`config.mk`:
```
export PLATFORM = sky130hd
export DESIGN_NAME = ufbt_top
export DESIGN_NICKNAME = d
export VERILOG_FILES = /design/src/include/ufbt_pkg.sv /design/src/verilog/ufbt_baud.sv /design/src/verilog/ufbt_top.sv
export SDC_FILE = /design/constraint.sdc
export NUM_CORES = 1
export LEC_CHECK = 0
export BUFFER_PORTS_ARGS = -buffer_cell sky130_fd_sc_hd__buf_4
export CAP_MARGIN = 20
export CORE_ASPECT_RATIO = 0.8
export CORE_MARGIN = 8
export CORE_UTILIZATION = 46
export CTS_BUF_LIST = sky130_fd_sc_hd__clkbuf_16
export DETAILED_ROUTE_END_ITERATION = 16
export HOLD_SLACK_MARGIN = 0.1
export PLACE_DENSITY = 0.68
export SLEW_MARGIN = 40
export SYNTH_ARGS = -nofsm -noshare
export SYNTH_HDL_FRONTEND = slang
export SYNTH_SLANG_ARGS = --single-unit
```
`constraint.sdc`:
```
create_clock -name pclk -period 2.7 [get_ports pclk]
set_input_delay 0.135 -clock pclk [delete_from_list [all_inputs] [get_ports pclk]]
set_output_delay 0.135 -clock pclk [all_outputs]
set_load 0.1 [all_outputs]
```
`src/include/ufbt_pkg.sv`:
```
// ufbt_pkg: shared constants and types for the serial frame transmitter
`default_nettype none
package ufbt_pkg;

	// register byte offsets on the apb bus
	localparam logic [7:0] OFS_CONTROL_ONE = 8'h00; // serial_control_one
	localparam logic [7:0] OFS_CONTROL_TWO = 8'h04; // serial_control_two
	localparam logic [7:0] OFS_DIVIDER     = 8'h08; // baud_divider_value
	localparam logic [7:0] OFS_TX_DATA     = 8'h0C; // transmit data
	localparam logic [7:0] OFS_STATUS      = 8'h10; // busy status
	localparam logic [7:0] OFS_SYSTEM      = 8'h14; // system_control_one

	// serial_control_one field positions
	localparam int BIT_TX_ENABLE   = 7;
	localparam int BIT_STOP_LENGTH = 5;
	localparam int BIT_EVEN        = 4;
	localparam int BIT_PARITY_EN   = 3;
	localparam int BIT_INFRARED    = 2;
	localparam int BIT_BASE_SEL    = 1;
	// serial_control_two field positions
	localparam int LSB_PER_BIT   = 3;
	localparam int LSB_NOISE_REJ = 1;
	// system_control_one field positions
	localparam int BIT_PIN_OUT_EN = 0;
	localparam int BIT_STOP_MODE  = 1;
	localparam int BIT_IDLE_MODE  = 2;
	localparam int BIT_SLEEP_MODE = 3;

	// per-bit select codes
	localparam logic [2:0] PER_BIT_16    = 3'h0;
	localparam logic [2:0] PER_BIT_16_17 = 3'h1;
	localparam logic [2:0] PER_BIT_15    = 3'h2;
	localparam logic [2:0] PER_BIT_15_16 = 3'h3;
	localparam logic [2:0] PER_BIT_17    = 3'h4;
	localparam logic [4:0] COUNT_15 = 5'h0F;
	localparam logic [4:0] COUNT_16 = 5'h10;
	localparam logic [4:0] COUNT_17 = 5'h11;

	// frame shape
	localparam logic [3:0] DATA_BITS  = 4'h8;
	localparam logic [3:0] FRAME_BASE = 4'hA; // start, data, one stop
	// infrared pulse spans this many base ticks (3/16 of a bit)
	localparam logic [4:0] IR_PULSE_TICKS = 5'h03;

	// settings that steer the transmitter
	typedef struct packed
	{
		logic       tx_enable;
		logic       stop_bit_length;
		logic       even;
		logic       parity_enable;
		logic       infrared;
		logic       base_sel;
		logic [2:0] per_bit;
		logic [7:0] baud_divider_value;
	} ufbt_cfg_t;

	// power mode requests
	typedef struct packed
	{
		logic pin_out_en;
		logic stop_mode;
		logic idle_mode;
		logic sleep_mode;
	} ufbt_pwr_t;

endpackage
`default_nettype wire

```
`src/verilog/ufbt_baud.sv`:
```
// ufbt_baud: base tick divider; per-bit tick count selection is in ufbt_top
`timescale 1ns/1ps
`default_nettype none
module ufbt_baud
(
	input  wire logic       pclk,
	input  wire logic       presetn,
	input  wire logic       run,        // counting while a frame is live
	input  wire logic       slow_tick,  // alternate source enable
	input  wire logic       base_sel,   // 0: pclk, 1: slow_tick
	input  wire logic [7:0] divider,    // baud_divider_value
	output logic            base_tick   // one pclk per base clock
);
	logic [7:0] count; // divider position

	// source pulse: every pclk or the slow enable
	logic src;
	assign src = base_sel ? slow_tick : 1'b1;

	// count divider+1 source pulses per base tick
	always_ff @(posedge pclk or negedge presetn)
	begin
		if (!presetn)
			count <= 8'h00;
		else if (!run)
			count <= 8'h00;
		else if (src)
			count <= (count == divider) ? 8'h00 : count + 8'h01;
	end

	// pulse out on wrap; stays combinational as a handshake-like strobe
	assign base_tick = run && src && (count == divider);

	// with pclk as source, a base tick is never followed by another on the next pclk unless divider is zero
	divider_span_a: assert property (@(posedge pclk)
		disable iff (!presetn) (base_tick && !base_sel && run) |=>
		(!base_tick) [*1] or (divider == 8'h00))
		else $error("base tick repeated too early");
endmodule
`default_nettype wire

```
`src/verilog/ufbt_top.sv`:
```
// ufbt_top: apb-controlled serial frame transmitter with pin power modes
// Behaviour
// - low-power entry forces pin level by infrared; stop mode without pin_out_en floats the pin instead
// - frame starts low, then eight data bits
// - parity optional, even or odd select
// - one or two stop bits selectable
// - order start, data lsb first, parity, stop
// - infrared select emits short pulse format
// - rate from source, divider, per-bit select
// - tables assume noise rejection zero
// - base clock is divider plus one counts
// - per-bit select gives 16,16/17,15,15/16,17
//
// Chosen here: the register addresses and register access over APB.
`timescale 1ns/1ps
`default_nettype none
module ufbt_top
(
	input  wire logic        pclk,
	input  wire logic        presetn,
	input  wire logic        psel,
	input  wire logic        penable,
	input  wire logic        pwrite,
	input  wire logic [7:0]  paddr,
	input  wire logic [31:0] pwdata,
	output logic      [31:0] prdata,
	output logic             pready,
	output logic             pslverr,
	input  wire logic        slow_clock_pin,     // alternate base source
	output logic             serial_transmit_pin,
	output logic             serial_transmit_oe   // high while driving
);
	logic [7:0] ctl_one;   // serial_control_one
	logic [7:0] ctl_two;   // serial_control_two
	logic [7:0] div_val;   // baud_divider_value
	logic [7:0] tx_data;   // last written data
	logic [3:0] sys_one;   // system_control_one
	logic       tx_start;  // data written, frame pending
	logic       busy;      // frame in flight
	ufbt_pkg::ufbt_cfg_t cfg; // frame and rate settings
	ufbt_pkg::ufbt_pwr_t pwr; // power mode requests

	assign cfg = '{ctl_one[ufbt_pkg::BIT_TX_ENABLE],
		ctl_one[ufbt_pkg::BIT_STOP_LENGTH], ctl_one[ufbt_pkg::BIT_EVEN],
		ctl_one[ufbt_pkg::BIT_PARITY_EN], ctl_one[ufbt_pkg::BIT_INFRARED],
		ctl_one[ufbt_pkg::BIT_BASE_SEL],
		ctl_two[ufbt_pkg::LSB_PER_BIT +: 3], div_val};
	assign pwr = '{sys_one[ufbt_pkg::BIT_PIN_OUT_EN],
		sys_one[ufbt_pkg::BIT_STOP_MODE], sys_one[ufbt_pkg::BIT_IDLE_MODE],
		sys_one[ufbt_pkg::BIT_SLEEP_MODE]};

	logic low_power; // any low-power mode active
	assign low_power = pwr.stop_mode | pwr.idle_mode | pwr.sleep_mode;

	// apb: zero wait states, error on unmapped address
	logic access;
	logic mapped;
	assign access  = psel && penable;
	assign pready  = 1'b1;
	assign mapped  = (paddr == ufbt_pkg::OFS_CONTROL_ONE)
		|| (paddr == ufbt_pkg::OFS_CONTROL_TWO)
		|| (paddr == ufbt_pkg::OFS_DIVIDER)
		|| (paddr == ufbt_pkg::OFS_TX_DATA)
		|| (paddr == ufbt_pkg::OFS_STATUS)
		|| (paddr == ufbt_pkg::OFS_SYSTEM);
	assign pslverr = access && !mapped;

	// register writes; settings hold only while idle so a frame stays whole
	always_ff @(posedge pclk or negedge presetn)
	begin
		if (!presetn)
		begin
			ctl_one <= 8'h00;
			ctl_two <= 8'h00; // noise rejection 0y00 by default
			div_val <= 8'h00;
			tx_data <= 8'h00;
			sys_one <= 4'h0;
		end
		else if (access && pwrite)
		begin
			case (paddr)
				ufbt_pkg::OFS_CONTROL_ONE:
					if (!busy)
						ctl_one <= pwdata[7:0];
				ufbt_pkg::OFS_CONTROL_TWO:
					if (!busy)
						ctl_two <= pwdata[7:0];
				ufbt_pkg::OFS_DIVIDER:
					if (!busy)
						div_val <= pwdata[7:0];
				ufbt_pkg::OFS_TX_DATA:
					tx_data <= pwdata[7:0];
				ufbt_pkg::OFS_SYSTEM:
					sys_one <= pwdata[3:0];
				default:
					sys_one <= sys_one;
			endcase
		end
		else if (low_power)
			ctl_one[ufbt_pkg::BIT_TX_ENABLE] <= 1'b0; // mode entry stops it
	end

	// pending-frame flag: write sets, frame launch or power mode clears
	logic launch;
	always_ff @(posedge pclk or negedge presetn)
	begin
		if (!presetn)
			tx_start <= 1'b0;
		else if (access && pwrite && paddr == ufbt_pkg::OFS_TX_DATA)
			tx_start <= 1'b1; // set wins over clear
		else if (launch || low_power)
			tx_start <= 1'b0;
	end

	// read data is registered-state muxing
	always_comb
	begin
		prdata = 32'h0000_0000;
		case (paddr)
			ufbt_pkg::OFS_CONTROL_ONE: prdata[7:0] = ctl_one;
			ufbt_pkg::OFS_CONTROL_TWO: prdata[7:0] = ctl_two;
			ufbt_pkg::OFS_DIVIDER:     prdata[7:0] = div_val;
			ufbt_pkg::OFS_TX_DATA:     prdata[7:0] = tx_data;
			ufbt_pkg::OFS_STATUS:      prdata[1:0] = {tx_start, busy};
			ufbt_pkg::OFS_SYSTEM:      prdata[3:0] = sys_one;
			default:                   prdata = 32'h0000_0000;
		endcase
	end

	// slow source pin: synchronise, then edge-detect on the second stage
	logic [2:0] slow_sync;
	always_ff @(posedge pclk or negedge presetn)
	begin
		if (!presetn)
			slow_sync <= 3'h0;
		else
			slow_sync <= {slow_sync[1:0], slow_clock_pin};
	end
	logic slow_tick;
	assign slow_tick = slow_sync[1] & ~slow_sync[2];

	logic base_tick;
	ufbt_baud u_baud
	(
		.pclk      (pclk),
		.presetn   (presetn),
		.run       (busy),
		.slow_tick (slow_tick),
		.base_sel  (cfg.base_sel),
		.divider   (cfg.baud_divider_value),
		.base_tick (base_tick)
	);

	// frame state
	logic [3:0]  bit_idx;   // position in frame, 0 = start
	logic [4:0]  tick_cnt;  // base ticks within current bit
	logic [10:0] shifter;   // data, parity, stops from bit 1 on
	logic [3:0]  frame_len;
	logic        parity;
	logic [4:0]  bit_ticks;

	assign launch = tx_start && !busy && cfg.tx_enable && !low_power;
	// even parity makes total ones even
	assign parity = (^tx_data) ^ ~cfg.even;
	assign frame_len = ufbt_pkg::FRAME_BASE
		+ {3'h0, cfg.parity_enable} + {3'h0, cfg.stop_bit_length};

	// ticks per bit; alternating codes toggle on odd bit positions
	always_comb
	begin
		case (cfg.per_bit)
			ufbt_pkg::PER_BIT_16:    bit_ticks = ufbt_pkg::COUNT_16;
			ufbt_pkg::PER_BIT_16_17: bit_ticks = bit_idx[0] ?
				ufbt_pkg::COUNT_17 : ufbt_pkg::COUNT_16;
			ufbt_pkg::PER_BIT_15:    bit_ticks = ufbt_pkg::COUNT_15;
			ufbt_pkg::PER_BIT_15_16: bit_ticks = bit_idx[0] ?
				ufbt_pkg::COUNT_16 : ufbt_pkg::COUNT_15;
			ufbt_pkg::PER_BIT_17:    bit_ticks = ufbt_pkg::COUNT_17;
			default:                 bit_ticks = ufbt_pkg::COUNT_16;
		endcase
	end

	logic bit_done;
	assign bit_done = base_tick && (tick_cnt == bit_ticks - 5'h01);

	// frame sequencer; power modes abort mid-frame
	always_ff @(posedge pclk or negedge presetn)
	begin
		if (!presetn)
		begin
			busy     <= 1'b0;
			bit_idx  <= 4'h0;
			tick_cnt <= 5'h00;
			shifter  <= 11'h7FF;
		end
		else if (low_power)
			busy <= 1'b0;
		else if (launch)
		begin
			busy     <= 1'b1;
			bit_idx  <= 4'h0; // start bit first
			tick_cnt <= 5'h00;
			// lsb first, then parity if enabled, then stops
			shifter  <= cfg.parity_enable ?
				{2'h3, parity, tx_data} : {3'h7, tx_data};
		end
		else if (busy && base_tick)
		begin
			if (bit_done)
			begin
				tick_cnt <= 5'h00;
				if (bit_idx == frame_len - 4'h1)
					busy <= 1'b0;
				else
					bit_idx <= bit_idx + 4'h1;
				if (bit_idx != 4'h0)
					shifter <= {1'b1, shifter[10:1]};
			end
			else
				tick_cnt <= tick_cnt + 5'h01;
		end
	end

	// level-coded bit: start low, else shifter lsb
	logic level_bit;
	assign level_bit = (bit_idx == 4'h0) ? 1'b0 : shifter[0];

	// pin driver: registered for clean output
	always_ff @(posedge pclk or negedge presetn)
	begin
		if (!presetn)
		begin
			serial_transmit_pin <= 1'b1;
			serial_transmit_oe  <= 1'b1;
		end
		else if (pwr.stop_mode && !pwr.pin_out_en)
		begin
			serial_transmit_pin <= 1'b0;
			serial_transmit_oe  <= 1'b0; // float either way
		end
		else if (low_power || !busy)
		begin
			serial_transmit_pin <= ~cfg.infrared;
			serial_transmit_oe  <= 1'b1;
		end
		else if (cfg.infrared)
		begin
			// high pulse for zero bits, low otherwise
			serial_transmit_pin <= !level_bit
				&& tick_cnt < ufbt_pkg::IR_PULSE_TICKS;
			serial_transmit_oe  <= 1'b1;
		end
		else
		begin
			serial_transmit_pin <= level_bit;
			serial_transmit_oe  <= 1'b1;
		end
	end

	pin_low_power_a: assert property (@(posedge pclk)
		disable iff (!presetn) (pwr.idle_mode && !pwr.stop_mode) |=>
		serial_transmit_oe && serial_transmit_pin == ~$past(cfg.infrared))
		else $error("pin level wrong in low power");
	pin_float_a: assert property (@(posedge pclk)
		disable iff (!presetn)
		(pwr.stop_mode && !pwr.pin_out_en) |=> !serial_transmit_oe)
		else $error("pin not floated in stop");
	start_low_a: assert property (@(posedge pclk)
		disable iff (!presetn) (launch && !cfg.infrared) ##1
		(busy && !low_power) |=> !serial_transmit_pin)
		else $error("start bit not low");
	frame_len_a: assert property (@(posedge pclk)
		disable iff (!presetn) busy |-> bit_idx < frame_len)
		else $error("frame ran past its length");
	bit_ticks_a: assert property (@(posedge pclk)
		disable iff (!presetn) busy |-> tick_cnt < bit_ticks)
		else $error("bit tick count overran");
	launch_idle_a: assert property (@(posedge pclk)
		disable iff (!presetn) launch |=> busy && bit_idx == 4'h0)
		else $error("frame did not start");
	ir_idle_a: assert property (@(posedge pclk)
		disable iff (!presetn) (!busy && !low_power && cfg.infrared) [*2]
		|-> !serial_transmit_pin)
		else $error("infrared idle not low");
	parity_place_a: assert property (@(posedge pclk)
		disable iff (!presetn)
		(launch && cfg.parity_enable) |=> shifter[8] == $past(parity))
		else $error("parity bit misplaced");
endmodule
`default_nettype wire

```
==> flow_metrics.py, run 1 <==
metrics = {
    "global_route": {
        "grt_overflow": 0,
        "grt_pass1_wl_um": 15300,
        "antenna_found_initial": 0,
        "grt_start_max_net_pins": 70,
        "grt_pass1_vias": 2961,
        "grt_usage_pct": 16.2,
    },
    "timing": {
        "setup_violations": 0,
        "fmax_ghz": 0.395,
        "finalCritPeriodShare_pct": 93.8,
        "fin_skew_ns": 0.00476,
        "drv_slew": 0,
        "min_period_ns": 2.53,
        "rsz0062_at_grt": "no",
        "worstMarginPinSlew_ns": 0.777,
        "slew_headroom_pct": 47.8,
        "final.setup.tns_ns": 0,
        "hold_viol": 0,
    },
    "die": {
        "core_area_sq_um": 8370,
        "dieHeight_um": 98.5,
        "rows": 30,
        "dieArea_sq_um": 11700,
        "boundaryPins": 82,
        "die_w_um": 119,
        "start_util_pct": 46.8,
    },
    "logic_synthesis": {
        "ys_seq_area_share_pct": 44.4,
        "synth_top_cell_by_area": "dfrtp_1",
        "syn-mean-instance-area_sq_um": 10.8,
        "ys.flop_type": "dfrtp_1",
        "ys_seq_elements": 69,
        "async_flop_share_pct": 100,
        "synth_top_area_share_pct": 37.0,
        "yosysWarnings": 0,
        "synthTopCellsByArea": "dfrtp_1 37%, mux2_2 9.8%, dfstp_2 7.4%",
        "synthesis.area_sq_um": 3920,
        "syn-instance-count": 362,
        "synth-edff-count": 0,
        "ys_types": 49,
    },
    "critical_path": {
        "crit_path_end_kind": "flop",
        "start_kind": "flop",
        "worst-r2r-setup-slack_ns": 0.17,
        "required_ns": 2.96,
        "ff2ff_path_depth": 12,
        "cpMostUsedCell": "buf_4",
        "path_depth": 12,
        "worst-path-buf-inv": 3,
        "crit_chain": "buf_4, nand4bb_1, o221ai_2, buf_4, ha_1, and3b_1, a21oi_1, nor4_4, buf_4, nand4_4, or3_1, a21oi_1",
        "max_stage_delay_ns": 0.40,
        "crit_family": "simple AND/OR/NAND/NOR gates",
        "arrival_ns": 2.79,
        "critPathSlowestCell": "dfrtp_1",
        "path_class": "reg2reg",
        "path_max_fanout": 5,
    },
    "drt": {
        "num_vias": 2891,
        "drcViolationCount": 0,
        "wl_um": 9120,
        "drt_iter0_drc": 200,
        "viasPerCell": 5.45,
        "drt-pass1-iter-count": 4,
        "wire_per_inst_um": 17.2,
        "drtAntennaViolNets": 0,
    },
    "clock_network": {
        "numCtsBuffers": 9,
        "clkLatencyLatePin_ns": 0.33,
        "clockRootBuffer": "clkbuf_16",
        "cts_tree": "built",
        "htreeDepth": 3,
        "cts.sinks": 69,
        "cts_buffer_depth": 2,
        "path_clk_slew_ns": 0.06,
    },
    "layout": {
        "area_delta_synth_final_pct": 18.7,
        "layout-drive-gt1-share_pct": 28.2,
        "fin_cells": 530,
        "final_util_pct": 55.5,
        "n_antenna_cell": 0,
        "nNetsFinal": 466,
        "final_area_sq_um": 4650,
    },
    "run_status": {
        "status": "finished clean",
    },
    "power_and_ir_drop": {
        "power_density_nw_per_um2": 618,
        "p_leak_nw": 2.23,
        "ir_drop_v": 0.000416,
        "total_power_mw": 2.87,
    },
    "place": {
        "port_buffers": 32,
        "dpl_cell_area_sq_um": 4220,
        "dp_hpwl_um": 6490,
        "dp.cells": 500,
        "place_congestion": 0.785,
    },
    "min_path": {
        "hold_depth": 3,
        "hp-class": "in2reg",
    },
    "flow_run": {
        "drv_cap": 0,
    },
}
-- flip-flops by register name, indices dropped and copies added, names as in the netlist --
name	count
div_val	8
tx_data	8
sys_one	4
slow_sync	3
tick_cnt	5
bit_idx	4
tx_start	1
shifter	9
serial_transmit_pin	1
ctl_one	8
u_baud.count	8
serial_transmit_oe	1
ctl_two	8
busy	1
-- path summary, 6_finish.rpt --
path | to | start
min in group asynchronous | tick_cnt[0]$_DFFE_PN0P_ | presetn
max in group asynchronous | ctl_two[4]$_DFFE_PN0P_ | presetn
setup / recovery | bit_idx[3]$_DFFE_PN0P_ | bit_idx[0]$_DFFE_PN0P_
setup reg to reg | bit_idx[3]$_DFFE_PN0P_ | bit_idx[0]$_DFFE_PN0P_
hold / removal | tx_data[7]$_DFFE_PN0P_ | pwdata[7]
hold reg to reg | slow_sync[1]$_DFF_PN0_ | slow_sync[0]$_DFF_PN0_
-- synth_stat cells (2+ instances only) --
master    number
dfrtp_1       58
mux2_2        34
nand2_1       26
buf_4         25
o21ai_0       23
nor2_1        22
xnor2_1       19
a21oi_1       16
mux2i_1       12
dfstp_2       11
clkbuf_1      10
nand3_1       10
and3_1         9
inv_1          8
nand4_1        8
a22o_1         7
ha_1           7
and2_1         5
mux4_2         5
xor2_1         5
nand2b_1       4
nand4b_1       3
nor3_1         3
o211ai_1       3
conb_1         2
nand3b_1       2
nor2b_1        2
o31ai_1        2
-- per-layer routing --
layer	part of all wire, %	track usage, %
met1	45	20.9
met2	48	25.8
met3	5.1	4.51
met4	1.7	5.43
met5	0	0
-- power by group --
part / switching, mW / leakage (nW) / internal (mW)
Sequential: 0.0645 / 0.909 / 1.14
Clock: 0.441 / 0.152 / 0.720
Combinational: 0.361 / 1.17 / 0.151
Total: 0.866 / 2.23 / 2.01
-- worst reg2reg max path: stages, from the launching register on --
cell and delay (ns):
dfrtp_1 0.40, buf_4 0.15, nand4bb_1 0.10, o221ai_2 0.11, buf_4 0.16, ha_1 0.19
and3b_1 0.21, a21oi_1 0.07, nor4_4 0.29, buf_4 0.19, nand4_4 0.10, or3_1 0.36
a21oi_1 0.14
-- final cells by class --
type / count / area [sq um]
tap: 112 / 140
fill: 735 / 3720
multi-input combinational: 272 / 2020
sequential: 69 / 1740
clock buffer: 11 / 275
inverter: 8 / 30.0
timing repair buffer: 53 / 424
clock inverter: 5 / 21.3
-- cell families (layout without fill, tap and decap cells) --
family	after synthesis	after routing	share of synthesized area, %
simple gates	105	105	15.3
flops	69	69	44.4
compound gates	58	58	9.07
mux	52	52	16.4
buf+inv	44	77	6.64
xor+xnor	25	25	5.78
fa+ha+maj	7	7	2.24
other cells	2	25	0.192
-- per-stage QoR --
stage	worst slack, ns	hold WS (ns)
floorplan	0.125	-0.161
global placement	0.193	0.246
detailed placement	0.107	0.188
global route	0.00321	0.153
finish	0.167	0.130
CTS	0.102	0.122
-- repair_timing --
action | CTS | global route
endpoints found under the hold margin | 91 | 0
resized for setup | 0 | 4
endpoints found under the setup margin | 0 | 7
buffers inserted | 0 | 5
hold buffers | 9 | 0
-- placed cells by master, fill, tap and decap left out, types with 4 or more instances in the layout --
master          n
clkbuf_16      11
nand2b_1        4
a21oi_1        16
nor2_1         22
buf_4          43
mux4_2          5
dlygate4sd3_1   9
and2_1          5
a22o_1          7
dfrtp_1        56
o21ai_0        22
conb_1         25
nand2_1        26
xor2_1          5
mux2_2         34
xnor2_1        18
inv_1           9
mux2i_1        12
dfstp_2        11
nand4_1         8
and3_1          9
ha_1            7
nand3_1        10
Note: power is estimated with default switching activity, not from simulation.
==> inputs of run 2 (changes only) <==
- ABC_AREA: default -> 1
- BUFFER_PORTS_ARGS: -buffer_cell sky130_fd_sc_hd__buf_4 -> -buffer_cell sky130_fd_sc_hd__buf_2
- PLACE_DENSITY: 0.68 -> 0.67
==> run 2 against run 1 <==
  * Setup slack better by 0.21 ns
  * Worst hold slack lost 0.012 ns
  * Critical path type unchanged
  * Sequential share of layout area decreased by 0.31 points
  * Sequential cell count did not move
  * Synthesized cell count increased by 54%
  * Largest power group is now clock
  * Clock-buffer cell count is 2 lower
  * Power decreased by 16%
  * Clock skew grew 0.0042 ns
  * Utilization down 3.5 points
  * First-iteration DRC count rose by 79%
  * Synthesized area increased by 7.9%
  * Final cell count increased by 35%
==> flow_metrics.py, run 2 <==
metrics = {
    "run_status": {
        "status": "finished clean",
    },
    "place": {
        "port_buffers": 32,
        "dpl_cell_area_sq_um": 4340,
        "pre_cts_ws_ns": 0.397,
        "dp_hpwl_um": 7820,
        "place_congestion": 0.865,
    },
    "critical_path": {
        "ff2ff_path_depth": 17,
        "worstReg2RegStart": "bit_idx[0]$_DFFE_PN0P_",
        "rr_endpoint": "shifter[0]$_DFFE_PN1P_",
        "worst-path-buf-inv": 2,
        "worst-r2r-setup-slack_ns": 0.38,
        "arrival_ns": 2.59,
        "path_depth": 17,
        "path_class": "reg2reg",
        "start_kind": "flop",
        "crit_path_end_kind": "flop",
        "required_ns": 2.97,
        "max_stage_delay_ns": 0.50,
        "crit_family": "simple AND/OR/NAND/NOR gates",
        "critPathSlowestCell": "dfrtp_1",
        "cpMostUsedCell": "nand2_1",
        "path_max_fanout": 11,
        "crit_chain": "nand2_2, nand2_1, nand2_1, nand2_2, inv_1, ha_1, inv_1, nand2_1, nand3_1, nor2_2, nand3_2, nor2_4, nand2_4, nand2_4, nand2_2, nand2_1, nand2_1",
    },
    "global_route": {
        "grt_overflow": 0,
        "grt_pass1_vias": 3416,
        "grt_pass1_wl_um": 17000,
        "grt_usage_pct": 17.5,
        "antenna_found_initial": 0,
        "grt_start_max_net_pins": 27,
    },
    "flow_run": {
        "drv_cap": 0,
    },
    "logic_synthesis": {
        "synth-edff-count": 0,
        "synth_top_area_share_pct": 34.3,
        "ys_seq_elements": 69,
        "ys_types": 38,
        "yosysWarnings": 0,
        "synthTopCellsByArea": "dfrtp_1 34%, nand2_1 15%, dfstp_2 6.8%",
        "ys.flop_type": "dfrtp_1",
        "syn-mean-instance-area_sq_um": 7.59,
        "syn-instance-count": 557,
        "synthesis.area_sq_um": 4230,
        "yosysMostFrequentCell": "nand2_1",
        "ys_top_cells_by_count": "170 x nand2_1, 66 x inv_1, 58 x dfrtp_1",
        "synth_top_cell_by_area": "dfrtp_1",
        "async_flop_share_pct": 100,
        "ys_seq_area_share_pct": 41.2,
    },
    "min_path": {
        "hold_depth": 3,
        "holdCritStartpoint": "pwdata[7]",
        "min_to": "tx_data[7]$_DFFE_PN0P_",
        "hp-class": "in2reg",
    },
    "drt": {
        "wire_per_inst_um": 14.3,
        "viasPerCell": 5.04,
        "drcViolationCount": 0,
        "drt_iter0_drc": 358,
        "wl_um": 10200,
        "drtAntennaViolNets": 0,
        "drt-pass1-iter-count": 4,
        "num_vias": 3597,
    },
    "die": {
        "boundaryPins": 82,
        "rows": 31,
        "die_w_um": 123,
        "dieHeight_um": 102,
        "start_util_pct": 47.0,
        "core_area_sq_um": 9000,
        "dieArea_sq_um": 12500,
    },
    "layout": {
        "nFillCells": 865,
        "area_delta_synth_final_pct": 10.8,
        "nNetsFinal": 647,
        "layout-drive-gt1-share_pct": 15.9,
        "regMostFlops": "shifter",
        "final_common_cell": "nand2_1",
        "final_area_sq_um": 4680,
        "n_antenna_cell": 0,
        "largest_register_ffs": 9,
        "final_cell_mix": "170 x nand2_1, 67 x inv_1, 58 x dfrtp_1",
    },
    "timing": {
        "min_period_ns": 2.32,
        "drv_slew": 0,
        "fmax_ghz": 0.431,
        "slew_headroom_pct": 51.8,
        "worst_slack_ns": 0.379,
        "final.setup.tns_ns": 0,
        "setup_violations": 0,
        "fin_skew_ns": 0.00900,
        "worstMarginPinSlew_ns": 0.723,
        "finalCritPeriodShare_pct": 86.0,
        "hold_viol": 0,
        "rsz0062_at_grt": "no",
    },
    "clock_network": {
        "clockRootBuffer": "clkbuf_16",
        "htreeDepth": 3,
        "path_clk_slew_ns": 0.06,
        "clkLatencyLatePin_ns": 0.34,
        "cts.sinks": 69,
        "cts_tree": "built",
        "numCtsBuffers": 9,
        "cts_buffer_depth": 2,
    },
    "power_and_ir_drop": {
        "ir_drop_v": 0.000544,
        "p_leak_nw": 2.39,
        "total_power_mw": 2.41,
        "power_density_nw_per_um2": 515,
    },
}
run 2: cell types whose count changed after synthesis, sizes merged, moves of 12 or more:
cell   before  now
nand3      10   32
mux2       34    0
nor2       22   35
nand2      26  182
inv         8   72
mux2i      12    0
o21ai      23   50
run 2: per-stage QoR:
stage	hold slack [ns]	util, %	std cells
floorplan	-0.161	-	580
global placement	0.121	48.3	691
detailed placement	0.120	48.3	691
CTS	0.107	52.0	713
global route	0.123	52.0	713
finish	0.119	52.0	713
run 2: worst max path at each step:
| stage | start | to | slack, ns |
|---|---|---|---|
| floorplan | paddr[5] | prdata[7] | 0.31 |
| global placement | bit_idx[0]$_DFFE_PN0P_ | shifter[4]$_DFFE_PN1P_ | 0.44 |
| detailed placement | bit_idx[0]$_DFFE_PN0P_ | shifter[0]$_DFFE_PN1P_ | 0.40 |
| CTS | bit_idx[0]$_DFFE_PN0P_ | shifter[0]$_DFFE_PN1P_ | 0.36 |
| global route | bit_idx[0]$_DFFE_PN0P_ | shifter[2]$_DFFE_PN1P_ | 0.12 |
| finish | bit_idx[0]$_DFFE_PN0P_ | shifter[0]$_DFFE_PN1P_ | 0.38 |
run 2: repair_timing:
item | in CTS | in global routing
hold buffers | 7 | 0
setup buffers | 0 | 0
endpoints found under the hold margin | 15 | 0
resized for setup | 0 | 0
run 2: where the power goes:
part / leakage, nW / switching, mW / total, mW / internal, mW
registers: 0.900 / 0.0102 / 1.06 / 1.05
logic: 1.36 / 0.244 / 0.286 / 0.0413
clock network: 0.121 / 0.456 / 1.07 / 0.613
run 2: logic make-up after synthesis:
logic type | synth area share (%)
fa+ha+maj | 2.07
other cells | 0.178
buf+inv | 13.6
simple gates | 28.0
compound gates | 10.2
flops | 41.2
xor+xnor | 4.77
run 2: metal layers:
layer  vias up  part of all wire [%]  track usage [%]
li1       1782                     -                -
met1      1697                    50             24.2
met2       106                    43             26.2
met3        12                   6.0             4.85
met4         0                   1.2             4.52
met5         -                     0                0
run 2: layout make-up:
type | instances | area [sq um] | share of cell area (%)
tap | 115 | 144 | 3.07
clock buffer | 9 | 225 | 4.81
clock inverter | 6 | 42.5 | 0.909
timing repair buffer | 42 | 253 | 5.40
multi-input combinational | 399 | 2000 | 42.8
sequential | 69 | 1740 | 37.2
inverter | 73 | 274 | 5.85
run 2: worst min-delay path, delay by kind of cell:
kind            cells  cell delay [ns]
compound gates      1             0.13
buf+inv             2             0.15
